[src/common/jtag_tap_consts.vh]
`ifndef JTAG_TAP_CONSTS_VH
`define JTAG_TAP_CONSTS_VH

// ==========================================================
// instruction register
`define IR_LEN 4
`define IR_EXTEST 4'h0
`define IR_SAMPLE 4'h1
`define IR_STREAM 4'h4
`define IR_BYPASS 4'hf
// fixed pattern loaded in capture-ir, low two bits 01
`define IR_CAPTURE 4'h1

// ==========================================================
// data register sizes
`define BSR_NIN 4
`define BSR_NOUT 4
`define STREAM_LEN 8
`define FIFO_DEPTH 8
`define FIFO_AW 3

// ==========================================================
// test clock periods of tms high that always reach reset
`define TMS_RESET_CLOCKS 5

`endif

[src/rtl/scan_fifo.v]
`include "jtag_tap_consts.vh"

// ==========================================================
// fifo with a registered output stage
module scan_fifo #(
   parameter WIDTH = `STREAM_LEN,
   parameter DEPTH = `FIFO_DEPTH,
   parameter AW = `FIFO_AW
) (
   input wire clk_in,
   input wire resetn_in,
   input wire ce_in,
   input wire wr_valid_in,
   input wire [WIDTH-1:0] wr_data_in,
   output wire wr_ready_out,
   output reg rd_valid_out,
   output reg [WIDTH-1:0] rd_data_out,
   input wire rd_ready_in
);

   localparam [AW:0] FULL = DEPTH[AW:0];

   reg [WIDTH-1:0] mem [0:DEPTH-1];
   reg [AW-1:0] wp;
   reg [AW-1:0] rp;
   reg [AW:0] cnt;
   wire push;
   wire pop;

   // full when every memory word is taken
   assign wr_ready_out = (cnt != FULL);
   assign push = wr_valid_in & wr_ready_out;
   assign pop = (cnt != {(AW+1){1'b0}}) & (~rd_valid_out | rd_ready_in);

   // memory array, no reset needed
   always @(posedge clk_in) begin
      if (ce_in && push) begin
         mem[wp] <= wr_data_in;
      end
   end

   // pointers, count and output register
   always @(posedge clk_in or negedge resetn_in) begin
      if (!resetn_in) begin
         wp <= {AW{1'b0}};
         rp <= {AW{1'b0}};
         cnt <= {(AW+1){1'b0}};
         rd_valid_out <= 1'b0;
         rd_data_out <= {WIDTH{1'b0}};
      end else if (ce_in) begin
         if (push) begin
            wp <= wp + 1'b1;
         end
         if (pop) begin
            rp <= rp + 1'b1;
            rd_data_out <= mem[rp];
            rd_valid_out <= 1'b1;
         end else if (rd_ready_in) begin
            rd_valid_out <= 1'b0;
         end
         if (push && !pop) begin
            cnt <= cnt + 1'b1;
         end else if (pop && !push) begin
            cnt <= cnt - 1'b1;
         end
      end
   end

endmodule // scan_fifo

[src/rtl/jtag_tap_controller.v]
`include "jtag_tap_consts.vh"

module jtag_tap_controller #(
   parameter NIN = `BSR_NIN,
   parameter NOUT = `BSR_NOUT,
   parameter SW = `STREAM_LEN,
   parameter FDEPTH = `FIFO_DEPTH,
   parameter FAW = `FIFO_AW
) (
   input wire mclk_in,
   input wire resetn_in,
   input wire ce_in,
   input wire tck_in,
   input wire tms_in,
   input wire tdi_in,
   input wire trst_n_in,
   output reg tdo_out,
   output reg tdo_oe_out,
   input wire [NIN-1:0] pad_in,
   output reg [NIN-1:0] core_in_out,
   input wire [NOUT-1:0] core_out_in,
   output reg [NOUT-1:0] pad_out,
   output reg test_mode_out,
   output wire [SW-1:0] stream_data_out,
   output wire stream_valid_out,
   input wire stream_ready_in
);

   localparam NB = NIN + NOUT;

   // ==========================================================
   // tap states
   localparam [3:0] S_RESET = 4'h0;
   localparam [3:0] S_IDLE = 4'h1;
   localparam [3:0] S_SEL_DR = 4'h2;
   localparam [3:0] S_CAP_DR = 4'h3;
   localparam [3:0] S_SH_DR = 4'h4;
   localparam [3:0] S_EX1_DR = 4'h5;
   localparam [3:0] S_PA_DR = 4'h6;
   localparam [3:0] S_EX2_DR = 4'h7;
   localparam [3:0] S_UPD_DR = 4'h8;
   localparam [3:0] S_SEL_IR = 4'h9;
   localparam [3:0] S_CAP_IR = 4'ha;
   localparam [3:0] S_SH_IR = 4'hb;
   localparam [3:0] S_EX1_IR = 4'hc;
   localparam [3:0] S_PA_IR = 4'hd;
   localparam [3:0] S_EX2_IR = 4'he;
   localparam [3:0] S_UPD_IR = 4'hf;

   // ==========================================================
   // next state of the sixteen-state graph
   function [3:0] tap_next;
      input [3:0] st;
      input tms;
      begin
         case (st)
            S_RESET: tap_next = tms ? S_RESET : S_IDLE;
            S_IDLE: tap_next = tms ? S_SEL_DR : S_IDLE;
            S_SEL_DR: tap_next = tms ? S_SEL_IR : S_CAP_DR;
            S_CAP_DR: tap_next = tms ? S_EX1_DR : S_SH_DR;
            S_SH_DR: tap_next = tms ? S_EX1_DR : S_SH_DR;
            S_EX1_DR: tap_next = tms ? S_UPD_DR : S_PA_DR;
            S_PA_DR: tap_next = tms ? S_EX2_DR : S_PA_DR;
            S_EX2_DR: tap_next = tms ? S_UPD_DR : S_SH_DR;
            S_UPD_DR: tap_next = tms ? S_SEL_DR : S_IDLE;
            S_SEL_IR: tap_next = tms ? S_RESET : S_CAP_IR;
            S_CAP_IR: tap_next = tms ? S_EX1_IR : S_SH_IR;
            S_SH_IR: tap_next = tms ? S_EX1_IR : S_SH_IR;
            S_EX1_IR: tap_next = tms ? S_UPD_IR : S_PA_IR;
            S_PA_IR: tap_next = tms ? S_EX2_IR : S_PA_IR;
            S_EX2_IR: tap_next = tms ? S_UPD_IR : S_SH_IR;
            S_UPD_IR: tap_next = tms ? S_SEL_DR : S_IDLE;
            default: tap_next = S_RESET;
         endcase
      end
   endfunction

   // boundary register owns the path for extest and sample
   function uses_bsr;
      input [`IR_LEN-1:0] op;
      begin
         uses_bsr = (op == `IR_EXTEST) || (op == `IR_SAMPLE);
      end
   endfunction

   // ==========================================================
   // input synchronisers
   reg [2:0] link_s1;
   reg [2:0] link_s2;
   reg tck_d;
   reg [NIN-1:0] pad_s1;
   reg [NIN-1:0] pad_s2;
   reg [1:0] trst_q;
   wire tap_rst_n;
   wire pin_rst_n;
   wire tck_s;
   wire tms_s;
   wire tdi_s;
   wire tck_rise;
   wire tck_fall;

   assign tck_s = link_s2[0];
   assign tms_s = link_s2[1];
   assign tdi_s = link_s2[2];
   assign tck_rise = ce_in & tck_s & ~tck_d;
   assign tck_fall = ce_in & ~tck_s & tck_d;

   // two flops for link pins and pads, then a test clock edge finder
   always @(posedge mclk_in or negedge resetn_in) begin
      if (!resetn_in) begin
         link_s1 <= 3'h0;
         link_s2 <= 3'h0;
         tck_d <= 1'b0;
         pad_s1 <= {NIN{1'b0}};
         pad_s2 <= {NIN{1'b0}};
      end else if (ce_in) begin
         link_s1 <= {tdi_in, tms_in, tck_in};
         link_s2 <= link_s1;
         tck_d <= tck_s;
         pad_s1 <= pad_in;
         pad_s2 <= pad_s1;
      end
   end

   // test reset pin asserts at once, releases through two flops
   assign pin_rst_n = resetn_in & trst_n_in;
   always @(posedge mclk_in or negedge pin_rst_n) begin
      if (!pin_rst_n) begin
         trst_q <= 2'h0;
      end else if (ce_in) begin
         trst_q <= {trst_q[0], 1'b1};
      end
   end
   assign tap_rst_n = trst_q[1];

   // ==========================================================
   // tap state and scan registers
   reg [3:0] state;
   reg [`IR_LEN-1:0] ir_sr;
   reg [`IR_LEN-1:0] ir;
   reg bypass;
   reg [NB-1:0] bsr;
   reg [NB-1:0] bsr_latch;
   reg [SW-1:0] stream_sr;
   reg [SW-1:0] pend_data;
   reg pending;
   wire fifo_ready;
   wire push;
   wire sel_bsr;
   wire sel_stream;
   wire [3:0] next_state;

   assign sel_bsr = uses_bsr(ir);
   assign sel_stream = (ir == `IR_STREAM);
   assign next_state = tap_next(state, tms_s);
   assign push = pending & fifo_ready;

   // state machine, stepped only at test clock rises
   always @(posedge mclk_in or negedge tap_rst_n) begin
      if (!tap_rst_n) begin
         state <= S_RESET;
      end else if (tck_rise) begin
         state <= next_state;
      end
   end

   // instruction shifter and active instruction
   always @(posedge mclk_in or negedge tap_rst_n) begin
      if (!tap_rst_n) begin
         ir_sr <= `IR_CAPTURE;
         ir <= `IR_BYPASS;
      end else if (tck_rise) begin
         case (state)
            S_RESET, S_SEL_IR: begin
               if (next_state == S_RESET) begin
                  ir <= `IR_BYPASS;
               end
            end
            S_CAP_IR: begin
               ir_sr <= `IR_CAPTURE;
            end
            S_SH_IR: begin
               ir_sr <= {tdi_s, ir_sr[`IR_LEN-1:1]};
            end
            S_UPD_IR: begin
               ir <= ir_sr;
            end
            default: begin
               ir_sr <= ir_sr;
            end
         endcase
      end
   end

   // data registers: capture, shift, hold and update
   always @(posedge mclk_in or negedge tap_rst_n) begin
      if (!tap_rst_n) begin
         bypass <= 1'b0;
         bsr <= {NB{1'b0}};
         bsr_latch <= {NB{1'b0}};
         stream_sr <= {SW{1'b0}};
      end else if (tck_rise) begin
         case (state)
            S_CAP_DR: begin
               bypass <= 1'b0;
               if (sel_bsr) begin
                  bsr <= {core_out_in, pad_s2};
               end
               if (sel_stream) begin
                  stream_sr <= {{(SW-1){1'b0}}, pending};
               end
            end
            S_SH_DR: begin
               if (sel_bsr) begin
                  bsr <= {tdi_s, bsr[NB-1:1]};
               end else if (sel_stream) begin
                  stream_sr <= {tdi_s, stream_sr[SW-1:1]};
               end else begin
                  bypass <= tdi_s;
               end
            end
            S_UPD_DR: begin
               if (sel_bsr) begin
                  bsr_latch <= bsr;
               end
            end
            default: begin
               bsr <= bsr;
            end
         endcase
      end
   end

   // ==========================================================
   // stream register words wait here until the fifo takes them; one updated while a word waits and the fifo is full is dropped
   always @(posedge mclk_in or negedge tap_rst_n) begin
      if (!tap_rst_n) begin
         pending <= 1'b0;
         pend_data <= {SW{1'b0}};
      end else if (ce_in) begin
         if (tck_rise && state == S_UPD_DR && sel_stream && (!pending || push)) begin
            pending <= 1'b1;
            pend_data <= stream_sr;
         end else if (push) begin
            pending <= 1'b0;
         end
      end
   end

   scan_fifo #(
      .WIDTH(SW),
      .DEPTH(FDEPTH),
      .AW(FAW)
   ) scan_fifo_i (
      .clk_in(mclk_in),
      .resetn_in(resetn_in),
      .ce_in(ce_in),
      .wr_valid_in(pending),
      .wr_data_in(pend_data),
      .wr_ready_out(fifo_ready),
      .rd_valid_out(stream_valid_out),
      .rd_data_out(stream_data_out),
      .rd_ready_in(stream_ready_in)
   );

   // ==========================================================
   // serial output, changed on test clock falls
   always @(posedge mclk_in or negedge tap_rst_n) begin
      if (!tap_rst_n) begin
         tdo_out <= 1'b0;
         tdo_oe_out <= 1'b0;
      end else if (tck_fall) begin
         tdo_oe_out <= (state == S_SH_DR) || (state == S_SH_IR);
         if (state == S_SH_IR) begin
            tdo_out <= ir_sr[0];
         end else if (sel_bsr) begin
            tdo_out <= bsr[0];
         end else if (sel_stream) begin
            tdo_out <= stream_sr[0];
         end else begin
            tdo_out <= bypass;
         end
      end
   end

   // pads follow the core unless extest drives them from the latch
   always @(posedge mclk_in or negedge resetn_in) begin
      if (!resetn_in) begin
         test_mode_out <= 1'b0;
         pad_out <= {NOUT{1'b0}};
         core_in_out <= {NIN{1'b0}};
      end else if (ce_in) begin
         test_mode_out <= (ir == `IR_EXTEST);
         if (ir == `IR_EXTEST) begin
            pad_out <= bsr_latch[NB-1:NIN];
            core_in_out <= bsr_latch[NIN-1:0];
         end else begin
            pad_out <= core_out_in;
            core_in_out <= pad_s2;
         end
      end
   end

endmodule // jtag_tap_controller

[config.mk]
export PLATFORM = sky130hd
export DESIGN_NAME = jtag_tap_controller
export DESIGN_NICKNAME = d
export VERILOG_FILES = /design/src/rtl/scan_fifo.v /design/src/rtl/jtag_tap_controller.v
export VERILOG_INCLUDE_DIRS = /design/src /design/src/common
export SDC_FILE = /design/constraint.sdc
export NUM_CORES = 1
export LEC_CHECK = 0
export ABC_CLOCK_PERIOD_IN_PS = 2600
export BUFFER_PORTS_ARGS = -buffer_cell sky130_fd_sc_hd__buf_2
export CAP_MARGIN = 30
export CELL_PAD_IN_SITES_DETAIL_PLACEMENT = 1
export CELL_PAD_IN_SITES_GLOBAL_PLACEMENT = 2
export CORE_UTILIZATION = 47
export DETAILED_ROUTE_END_ITERATION = 7
export PLACE_DENSITY_LB_ADDON = 0.1
export SLEW_MARGIN = 10
export SYNTH_ARGS = -nofsm -noshare
export SYNTH_HDL_FRONTEND = slang
export SYNTH_HIERARCHICAL = 1
export SYNTH_SLANG_ARGS = --single-unit
export TNS_END_PERCENT = 10
[constraint.sdc]
create_clock -name mclk_in -period 2.6 [get_ports mclk_in]
set_clock_uncertainty 0.1 [all_clocks]
set_input_delay 0.26 -clock mclk_in [delete_from_list [all_inputs] [get_ports mclk_in]]
set_output_delay 0.26 -clock mclk_in [all_outputs]
set_load 0.005 [all_outputs]
Word-level counts from Yosys, hierarchy flattened
Memory sizes are Yosys's and may differ from the RTL's. A register that Yosys moved wholly into a read port is not among the register bits. Index checks and enable logic that the tools add are counted.

Reduce and logical (&&, ||, !) cells: 39. Equal/unequal tests: 25. Bitwise operators: 11. Add/sub/neg operators: 4. Multiplexer cells: 39.

Operator list (number): $pmux W4 S12 (1); $mux W8 (5); $mux W4 (9); $eq A4 B4 Y1 const B (8); $pmux W8 S2 (2); $eq A4 B3 Y1 const B (5); $pmux W4 S2 (2); $mux W1 (14); $ne A2 B2 Y1 const B (7); $reduce_and A2 Y1 (7); $logic_not A4 Y1 (3); $reduce_bool A2 Y1 (6); $eq A4 B1 Y1 const B (2); $eq A4 B2 Y1 const B (2); $reduce_and A4 Y1 (2); $and A1 B1 Y1 (7); $add A3 B1 Y3 const B (2); $logic_and A1 B1 Y1 (6); $mux W2 (3); $mux W3 (2); $reduce_and A3 Y1 (2); $reduce_or A2 Y1 (3); $reduce_and A5 Y1 (1); $add A4 B1 Y4 const B (1); 9 further kinds (16).

Word-level logic and storage cells: 143. Output and inout bits: 20. Register bits after elaboration: 85. Memories: 1. Memory bits (writable): 64. Bits of input ports: 16.

Memories: scan_fifo_i.mem (words 8, width 8, rd ports 1, clocked after Yosys merged registers in 1, write ports 1, RTL line scan_fifo.v:23) `reg [WIDTH-1:0] mem [0:DEPTH-1];`.

Longest topological paths before layout
Gate-level depths: netlist of the first run.

Depth in word-level cells: 7. Mapped depth: 9. Mapped depth without buffers: 9.

Cells and area by module
The synthesis of the first run kept the hierarchy.

Modules (own cells, without submodules): jtag_tap_controller (sequential area each 1858.0 um2, cells each 299, area each 3455.8 um2, times used 1); scan_fifo (sequential area each 2397.3 um2, cells each 185, area each 3358.2 um2, times used 1).

Least setup slack after synthesis of the first run
Ideal clock, no wire load.

Path kind: register -> register. Start: register scan_fifo_i.cnt[1]. End: register scan_fifo_i.cnt[3]. Buffers on the path: 0. Cell stages (with the launch flop): 10. Setup time: 0.133 ns. Data arrival time: 2.435 ns. Data required time: 2.367 ns. Path slack: -0.068 ns. Clock period less this slack: 2.668 ns. Cell sequence: dfrtp_1 or4b_4 and2_1 ha_1 inv_1 ha_1 a21o_1 a2111o_1 o311ai_0 nand2_1.

Word-level cells in the longest chain between the ends: 6. Elaborated cells between the ends (all ways): 14. Classes of those cells: add/sub (2); eq/ne (1); mux (2); bitwise (2); reduce/logical (7).

RTL lines: start, declared (RTL line scan_fifo.v:26) `reg [AW:0] cnt;`; start signal, assigned (RTL line scan_fifo.v:47) `cnt <= {(AW+1){1'b0}};`; start signal, assigned (RTL line scan_fifo.v:62) `cnt <= cnt + 1'b1;`; start signal, assigned (RTL line scan_fifo.v:64) `cnt <= cnt - 1'b1;`; $ne A4 B4 Y1 * (RTL line scan_fifo.v:31) `assign wr_ready_out = (cnt != FULL);`; via fifo_ready (RTL line jtag_tap_controller.v:147) `wire fifo_ready;`; $and A1 B1 Y1 * (RTL line scan_fifo.v:32) `assign push = wr_valid_in & wr_ready_out;`; $logic_not A1 Y1 (RTL line scan_fifo.v:63) `end else if (pop && !push) begin`; $logic_and A1 B1 Y1 (RTL line scan_fifo.v:63); $reduce_bool A2 Y1 (no source line); $reduce_and A2 Y1 (no source line).

Mark *: on every way through the listed nets, which the timed path passes. The rest lies on a longest branch. The select of a mux whose other input is x is not followed. A chain may end at the register's enable or synchronous reset.

Worst setup path after layout of the first run
Start: register scan_fifo_i.cnt[2]. End: register scan_fifo_i.cnt[3].

The elaborated chain is that of the path after synthesis.

==> results of run 1 <==
## per-stage QoR
step | power, uW | utilization | worst slack (ns)
after floorplan | 3350 | - | 0.0124
after global placement | 3540 | 0.516 | 0.0887
after detailed placement | 3570 | 0.516 | -0.00210
after CTS | 6350 | 0.569 | 0.0144
after global routing | 6540 | 0.571 | -0.00374
final | 6260 | 0.571 | 0.0474
## per-layer routing
layer  vias up  track usage  share of wire
li1       1896            -              -
met1      2017        0.249           0.44
met2        54        0.333           0.52
met3        12       0.0437          0.024
met4         0       0.0755          0.015
met5         -            0              0
## how the worst min path moves through the flow
stage               startpoint                  endpoint  cells past startpoint
6_report        core_out_in[3]                    bsr[7]                      3
3_3_place_gp         trst_n_in                 trst_q[0]                      2
4_1_cts         core_out_in[2]                    bsr[6]                      3
5_1_grt        stream_ready_in  scan_fifo_i/rd_valid_out                      3
2_1_floorplan        resetn_in            core_in_out[0]                      0
3_5_place_dp         trst_n_in                 trst_q[0]                      2
## power by group
group	internal, uW	switching (uW)
sequential	2700	130
clock	1800	943
combinational	314	384
total	4810	1460
## Yosys cell counts, drive strengths merged (2+ instances only)
cell | count | area, um2
xor2 | 2 | 17.5
o21ai | 35 | 175
nor3 | 5 | 25.0
nand3 | 4 | 25.0
o211ai | 4 | 40.0
nand2b | 7 | 43.8
buf | 21 | 136
or3 | 3 | 18.8
a21o | 2 | 15.0
xnor2 | 5 | 43.8
mux4 | 16 | 360
or4b | 2 | 23.8
and3 | 2 | 17.5
nor2 | 30 | 129
nand4 | 3 | 18.8
ha | 5 | 62.6
mux2i | 31 | 310
and2 | 2 | 12.5
a21oi | 14 | 70.1
a31oi | 2 | 12.5
dfstp | 5 | 131
edfxtp | 64 | 1920
inv | 9 | 33.8
a22o | 2 | 17.5
nor4b | 2 | 47.6
mux2 | 36 | 439
nor2b | 3 | 18.8
clkbuf | 5 | 18.8
nand2 | 54 | 205
dfrtp | 88 | 2200
## cell type report
type,count,share of cell area
flip-flops and latches,157,0.533
multi-input cells,292,0.299
clock buffers,20,0.0547
repair buffers,67,0.0545
well taps,180,0.0282
clock inverters,12,0.0271
inverters,9,0.00423
## state kept, by name, summed over array words and instances (netlist names), 3 cells and up
register / flops
scan_fifo_i/mem: 64
bsr: 8
bsr_latch: 8
pend_data: 8
scan_fifo_i/rd_data_out: 8
stream_sr: 8
core_in_out: 4
ir: 4
ir_sr: 4
pad_out: 4
pad_s1: 4
pad_s2: 4
scan_fifo_i/cnt: 4
state: 4
link_s1: 3
link_s2: 3
scan_fifo_i/rp: 3
scan_fifo_i/wp: 3
## kinds of logic (layout without fill, tap and decap cells)
kind of cell,after synthesis,after routing,share of synthesized area
multiplexers,83,83,0.163
AO/OA/AOI/OAI,73,73,0.0667
adder cells (fa/ha/maj),6,6,0.0121
XOR/XNOR,7,7,0.00900
AND/OR/NAND/NOR,123,123,0.0971
flip-flops,157,157,0.624
buffers and inverters,35,108,0.0277
## what timing repair did
item | CTS | global route
setup endpoints to repair | 1 | 1
hold buffers | 9 | 0
endpoints found under the hold margin | 26 | 0
resized for setup | 0 | 3
setup buffers | 0 | 2
pin swaps | 1 | 4
## worst max-delay path: cells and delay by family, from the launching register on
family | cells | cell delay (ns)
compound gates | 3 | 0.66
fa+ha+maj | 2 | 0.40
buf+inv | 1 | 0.06
flops | 1 | 0.44
simple gates | 3 | 0.79
==> metrics.txt, run 1 <==
input/output buffers=35; H-tree Lvls=4; Chip Height=122 um; Core Rows=43; Residual DRC=0; Final Setup Violations=0; initial core utilization=0.487; RePlAce Congestion=0.730; fin. max-slew vios=0; Rel. slew slack=0.456; Period Utilization, post-route=0.982; fraction of registers with async set/reset=0.592; VDD IR-drop max=0.492 mV; Core Region=14,000 um2; Critical Path Source=scan_fifo_i/cnt[2]; crit path cell chain=or4b_4 -> and2_1 -> ha_2 -> inv_2 -> ha_1 -> a21o_1 -> a2111o_1 -> o311ai_1 -> nand2_1; Clock Path Buffers=2; slowest cell on the critical path=or4b_4; run status=complete, no violations; Syn Nets=506; maxcap violations=0; Fin. Hold Viols=0; largest net degree at the start of global routing=49; chip width=122 um; CP Launch Type=register; most common cell after layout, fill and taps aside=dfrtp_1; vias in the first global route=4,240; first-pass GRT wire length=22.1 mm; initial antenna violation count=0; total placed cells including tap cells=694; share of cells above drive strength 1=0.291; synthesized netlist cell count=484; Area after DPL=7220 um2; Die Footprint=15,000 um2; total grt overflow=0; Detailed Routing Iterations Pass 1=4; Distinct cells, synth=62; via/cell ratio=5.40; Critical Path RT=2.80 ns; GRT Total Usage=0.198; P per Cell Area=784 nW/um2; Via Count=3,979; Cell Count, Final, Fillers Out=737; reg2reg start=scan_fifo_i/cnt[2]; post-route setup TNS=0 ns; worst hold margin=0.0337 ns; Critical Path Max Stage Delay=0.52 ns; Routed WL=13.2 mm; Synth Register Bits=157; total CTS buffers=17; drt initial violations=217; ANT nets after route=0; crit end category=register; Clock Tree Root=clkbuf_16; Worst-path clk slew=0.06 ns; post-DP HPWL=9.02 mm; Crit Path Max Fanout=4; worst-margin pin slew=0.814 ns; CTS tree=built; Crit Path Class=reg -> reg; Avg Synthesized Cell Area=14.1 um2; Synth Flop Type=dfrtp_1; synthesized area=6810 um2; Leakage=0.00342 uW; post-route cell area=7990 um2; post-synthesis sequential area ratio=0.624; Avg WL per Cell=17.9 um; worst-skew pair later-pin latency=0.42 ns; diode count=0; area taken by multi-input logic gates=2380 um2; flop-to-flop setup slack=0.05 ns; Syn. warnings=6; crit path DAT=2.75 ns; Area Overhead vs Synth=17.2%; Fillers=1,357; Final #Nets=566; number of flops mapped to enable cells by yosys=64; Hold WC Path Type=in -> reg; post-route minimum period=2.55 ns; r2r worst-path depth=9; Reg area=4260 um2; most frequent cells in the layout=87 x dfrtp_1, 64 x edfxtp_1, 53 x nand2_1, 36 x buf_2, 31 x mux2i_1; Max Fclk=392 MHz; I/O pins=36; CP Capture Point=scan_fifo_i/cnt[3]; Sink Count=157; R2R Path End=scan_fifo_i/cnt[3]
(Power assumes the default switching activity.)
==> run 2, diff against run 1 <==
- REMOVE_ABC_BUFFERS: default -> 1
==> run 2 against run 1 <==
Against the previous run: fmax up 0.89%; total power down 1.8%; non-clock buffer count up 4; die area unchanged; sequential power about the same; clock-buffer cell count down 2.
==> metrics.txt, run 2 (synthesis gave the netlist of run 1 again) <==
GRT Total Usage=0.204 (+0.00593); Routed WL=13.9 mm (+5.0%); Leakage=0.00342 uW (about the same); CP Launch Type=register; worst hold margin=0.0300 ns (-0.00362 ns); post-DP HPWL=9.13 mm (+1.2%); unrepaired setup endpoints after global routing=yes; Fin. Hold Viols=0 (unchanged); largest net degree at the start of global routing=49 (unchanged); Reg with most FFs=scan_fifo_i/mem; ANT nets after route=0 (unchanged); total CTS buffers=17 (unchanged); Clock Path Buffers=2 (unchanged); crit-path most repeated cell=ha_4; flop-to-flop setup slack=0.07 ns (+0.02 ns); Critical Path RT=2.81 ns (about the same); Max Fclk=395 MHz (+0.89%); Die Footprint=15,000 um2 (unchanged); initial core utilization=0.487 (unchanged); most common cell after layout, fill and taps aside=dfrtp_1; Worst-path clk slew=0.06 ns (about the same); Residual DRC=0 (unchanged); Final #Nets=570 (+0.71%); Clock Tree Root=clkbuf_16; Detailed Routing Iterations Pass 1=4 (unchanged); most frequent cells in the layout=86 x dfrtp_1, 64 x edfxtp_1, 52 x nand2_1, 36 x buf_2, 31 x mux2i_1; diode count=0 (unchanged); P per Cell Area=766 nW/um2 (-2.4%); RePlAce Congestion=0.795 (+8.9%); worst-skew pair later-pin latency=0.43 ns (about the same); share of cells above drive strength 1=0.308 (+0.0175); VDD IR-drop max=0.432 mV (-12%); Design Power=6150 uW (-1.8%); worst-margin pin slew=0.803 ns (-0.0102 ns); total grt overflow=0 (unchanged); drt initial violations=259 (+19%); via/cell ratio=5.46 (+1.1%); initial antenna violation count=0 (unchanged); Final Core Density=0.574 (+0.00331); Via Count=4,043 (+1.6%); chip width=122 um (unchanged); maxcap violations=0 (unchanged); Worst Slack Setup Final=0.0699 ns (+0.0224 ns); Fillers=1,370 (+0.96%); Period Utilization, post-route=0.973 (-0.00863); Chip Height=122 um (unchanged); run status=complete, no violations; H-tree Lvls=4 (unchanged); CTS tree=built; post-route minimum period=2.53 ns (-0.0224 ns); Core Region=14,000 um2 (unchanged); Sink Count=157 (unchanged); Crit Path Max Fanout=3 (-1); Avg WL per Cell=18.7 um (+4.4%); crit path DAT=2.74 ns (about the same); vias in the first global route=4,307 (+1.6%); Reg area=4260 um2 (about the same); input/output buffers=35 (unchanged); first-pass GRT wire length=22.6 mm (+2.3%); Rel. slew slack=0.462 (+0.00682); Area Overhead vs Synth=17.9%; I/O pins=36 (unchanged); Core Rows=43 (unchanged); setup slack after placement=-0.0605 ns (-0.0584 ns); Crit Path Class=reg -> reg; area taken by multi-input logic gates=2430 um2 (+1.8%); crit path cell chain=or4b_4 -> and2_4 -> ha_4 -> inv_4 -> ha_4 -> a21o_1 -> a2111o_1 -> o311ai_2 -> nand2_1; Final Setup Violations=0 (unchanged); crit end category=register; Hold WC Path Type=in -> reg; slowest cell on the critical path=or4b_4; fin. max-slew vios=0 (unchanged); Largest register FFs=64 (unchanged); Critical Path Max Stage Delay=0.54 ns (+0.02 ns)
==> run 2: cell count changes in the layout (fill, tap and decap cells not counted), moves of 2 or more <==
| cell | delta |
|---|---|
| clkbuf_1 | -2 |
| bufinv_16 | -2 |
| ha_4 | +2 |
| buf_4 | +3 |
| clkinv_2 | -2 |
| clkinvlp_4 | +2 |
| clkinv_4 | +2 |
==> run 2: cell type report <==
class	count	share of cell area
clock buffers	18	0.0534
clock inverters	14	0.0238
inverters	9	0.00452
multi-input cells	292	0.302
flip-flops and latches	157	0.530
well taps	180	0.0280
repair buffers	71	0.0582
==> run 2: through the flow <==
stage | cell area, um2 | std cells | setup TNS (ns)
floorplan | 6660 | 458 | -0.0680
global placement | 7220 | 694 | 0
detailed placement | 7220 | 695 | -0.0605
CTS | 7970 | 738 | 0
global route | 8040 | 741 | -0.0110
finish | 8040 | 741 | 0
==> run 2: power breakdown <==
group / switching (uW) / leakage [uW] / internal [uW] / total (uW)
sequential: 118 / 0.00191 / 2700 / 2810
clock: 1000 / 0.000294 / 1610 / 2610
combinational: 405 / 0.00121 / 323 / 727
total: 1520 / 0.00342 / 4630 / 6150
==> run 2: final timing paths <==
kind	startpoint	cells past startpoint	endpoint
min in group asynchronous	resetn_in	2	scan_fifo_i/cnt[0]
worst max-delay path	scan_fifo_i/cnt[2]	9	scan_fifo_i/cnt[3]
max in group asynchronous	resetn_in	4	trst_q[1]
worst max register to register	scan_fifo_i/cnt[2]	9	scan_fifo_i/cnt[3]
worst min register to register	trst_q[1]	1	pending
worst min-delay path	core_out_in[3]	3	bsr[7]
==> run 2: repair_timing <==
| action | CTS | global route |
|---|---|---|
| pin swaps | 3 | 7 |
| endpoints found under the hold margin | 22 | 0 |
| setup buffers | 1 | 3 |
| resized for setup | 4 | 9 |
| hold buffers | 10 | 0 |
| setup endpoints to repair | 1 | 1 |
==> run 2: critical path: cells and delay by family, from the launching register on <==
family / cells / cell delay [ns]
AOI/OAI and AO/OA: 3 / 0.71
adders and majority gates: 2 / 0.34
and+or+nand+nor: 3 / 0.79
buffers and inverters: 1 / 0.05
DFF: 1 / 0.42
==> run 2: per-layer routing <==
metal | track usage | up-vias | part of all wire
met5 | 0 | - | 0
met4 | 0.0777 | 0 | 0.015
met3 | 0.0404 | 19 | 0.020
met2 | 0.350 | 52 | 0.52
met1 | 0.253 | 2071 | 0.44
li1 | - | 1901 | -
==> run 3, diff against run 2 <==
- SETUP_SLACK_MARGIN: default -> 0.15
==> run 3 against run 2 <==
Against the previous run: non-clock buffer count is the same; setup slack improved by 0.081 ns; fmax is 3.3% higher; sequential cell count did not move; cell count unchanged; wire length increased by 0.17%; die area did not move.
==> metrics.txt, run 3 (synthesis gave the netlist of run 1 again) <==
Core Region=14,000 um2 (unchanged); CP Launch Type=register; CTS tree=built; Period Utilization, post-route=0.942 (-0.0311); post-route setup TNS=0 ns (unchanged); Core Rows=43 (unchanged); first-pass GRT wire length=22.9 mm (+1.3%); via/cell ratio=5.44 (-0.35%); Die Footprint=15,000 um2 (unchanged); P per Cell Area=766 nW/um2 (about the same); Internal=4630 uW (about the same); maxcap violations=0 (unchanged); input/output buffers=35 (unchanged); Avg WL per Cell=18.8 um (+0.17%); Hold WC Path Type=in -> reg; total CTS buffers=17 (unchanged); unrepaired setup endpoints after global routing=yes; Leakage=0.00342 uW (about the same); Max Fclk=408 MHz (+3.3%); Design Power=6150 uW (about the same); Worst-path clk slew=0.06 ns (about the same); initial core utilization=0.487 (unchanged); crit path DAT=2.66 ns (-0.08 ns); combinational share of power=0.118 (about the same); Net Sw Power=1530 uW (about the same); Area Overhead vs Synth=17.8% (about the same); most common cell after layout, fill and taps aside=dfrtp_1; Sink Count=157 (unchanged); fin. max-slew vios=0 (unchanged); most frequent cells in the layout=86 x dfrtp_1, 64 x edfxtp_1, 53 x nand2_1, 36 x buf_2, 31 x mux2i_1; Fin. Hold Viols=0 (unchanged); RePlAce Congestion=0.795 (unchanged); crit end category=register; drt initial violations=270 (+4.2%); Clock Path Buffers=2 (unchanged); power share of the sequential group=0.458 (about the same); Routed WL=13.9 mm (+0.17%); Critical Path RT=2.81 ns (about the same); worst-margin pin slew=0.801 ns (-0.00229 ns); VDD IR-drop max=0.432 mV (-0.11%); vias in the first global route=4,339 (+0.74%); initial antenna violation count=0 (unchanged); post-route minimum period=2.45 ns (-0.0808 ns); Final Setup Violations=0 (unchanged); chip width=122 um (unchanged); Rel. slew slack=0.464 (+0.00153); Via Count=4,029 (-0.35%); diode count=0 (unchanged); Final #Nets=570 (unchanged); largest net degree at the start of global routing=49 (unchanged); worst-skew pair later-pin latency=0.43 ns (about the same); Detailed Routing Iterations Pass 1=4 (unchanged); Fillers=1,370 (unchanged); H-tree Lvls=4 (unchanged); Largest register FFs=64 (unchanged); post-DP HPWL=9.13 mm (unchanged); ANT nets after route=0 (unchanged); GRT Total Usage=0.207 (+0.00295); Residual DRC=0 (unchanged); Clock power frac=0.424 (about the same); Crit Path Max Fanout=3 (unchanged); total grt overflow=0 (unchanged); Chip Height=122 um (unchanged); Crit Path Class=reg -> reg; Sw Ratio=0.248 (about the same); Reg with most FFs=scan_fifo_i/mem; Clock Tree Root=clkbuf_16; I/O pins=36 (unchanged); run status=complete, no violations; share of cells above drive strength 1=0.305 (-0.00357)
## run 3: through the flow
step                      worst slack [ns]  area, um2  hold slack [ns]  utilization  cells
after floorplan                    -0.0680       6660           -0.136            -    458
after global placement              0.0488       7220           0.0498        0.516    694
after detailed placement           -0.0605       7220           0.0576        0.516    695
after CTS                            0.148       8030           0.0220        0.574    741
after global routing                0.0624       8030           0.0407        0.574    741
final                                0.151       8030           0.0301        0.574    741
## run 3: timing repair
item	CTS	global route
endpoints found under the hold margin	22	0
gates resized for setup	12	0
gates cloned	0	0
setup endpoints to repair	1	1
pin swaps	8	0
buffers inserted	4	0
hold buffers	10	0
## run 3: power by group through the flow
| stage | logic (uW) | clock network [uW] | registers [uW] |
|---|---|---|---|
| global route | 813 | 2750 | 2840 |
| finish | 728 | 2610 | 2820 |
| detailed placement | 714 | 0 | 2860 |
| floorplan | 398 | 0 | 2900 |
| global placement | 692 | 0 | 2860 |
| CTS | 732 | 2660 | 2820 |
## run 3: cell type report
type | count | area, um2 | area share
Sequential cell | 157 | 4260 | 0.530
Multi-Input combinational cell | 292 | 2420 | 0.301
Clock inverter | 14 | 191 | 0.0238
Timing Repair Buffer | 71 | 472 | 0.0588
Clock buffer | 18 | 429 | 0.0535
Tap cell | 180 | 225 | 0.0281
Inverter | 9 | 36.3 | 0.00452
## run 3: routing by layer
| layer | routed length [um] | GRT usage |
|---|---|---|
| met5 | 0 | 0 |
| met4 | 193 | 0.0777 |
| met1 | 6130 | 0.257 |
| met2 | 7270 | 0.356 |
| met3 | 316 | 0.0404 |
## run 3: worst max-delay path, stage by stage, from the launching register on
cell      delay, ns
dfrtp_1        0.41
or4b_4         0.53
and2_4         0.17
ha_4           0.16
inv_4          0.06
ha_4           0.19
a21o_1         0.18
a2111o_1       0.38
o311ai_1       0.08
nand2_1        0.08
## run 3: final timing paths
check,startpoint,to,slack (ns),cells after the start
max in group asynchronous,resetn_in,trst_q[1],1.21,4
worst max-delay path,scan_fifo_i/cnt[0],scan_fifo_i/cnt[3],0.15,9
min in group asynchronous,resetn_in,scan_fifo_i/cnt[0],0.19,2
worst min register to register,trst_q[1],pending,0.30,1
worst max register to register,scan_fifo_i/cnt[0],scan_fifo_i/cnt[3],0.15,9
worst min-delay path,core_out_in[3],bsr[7],0.03,3
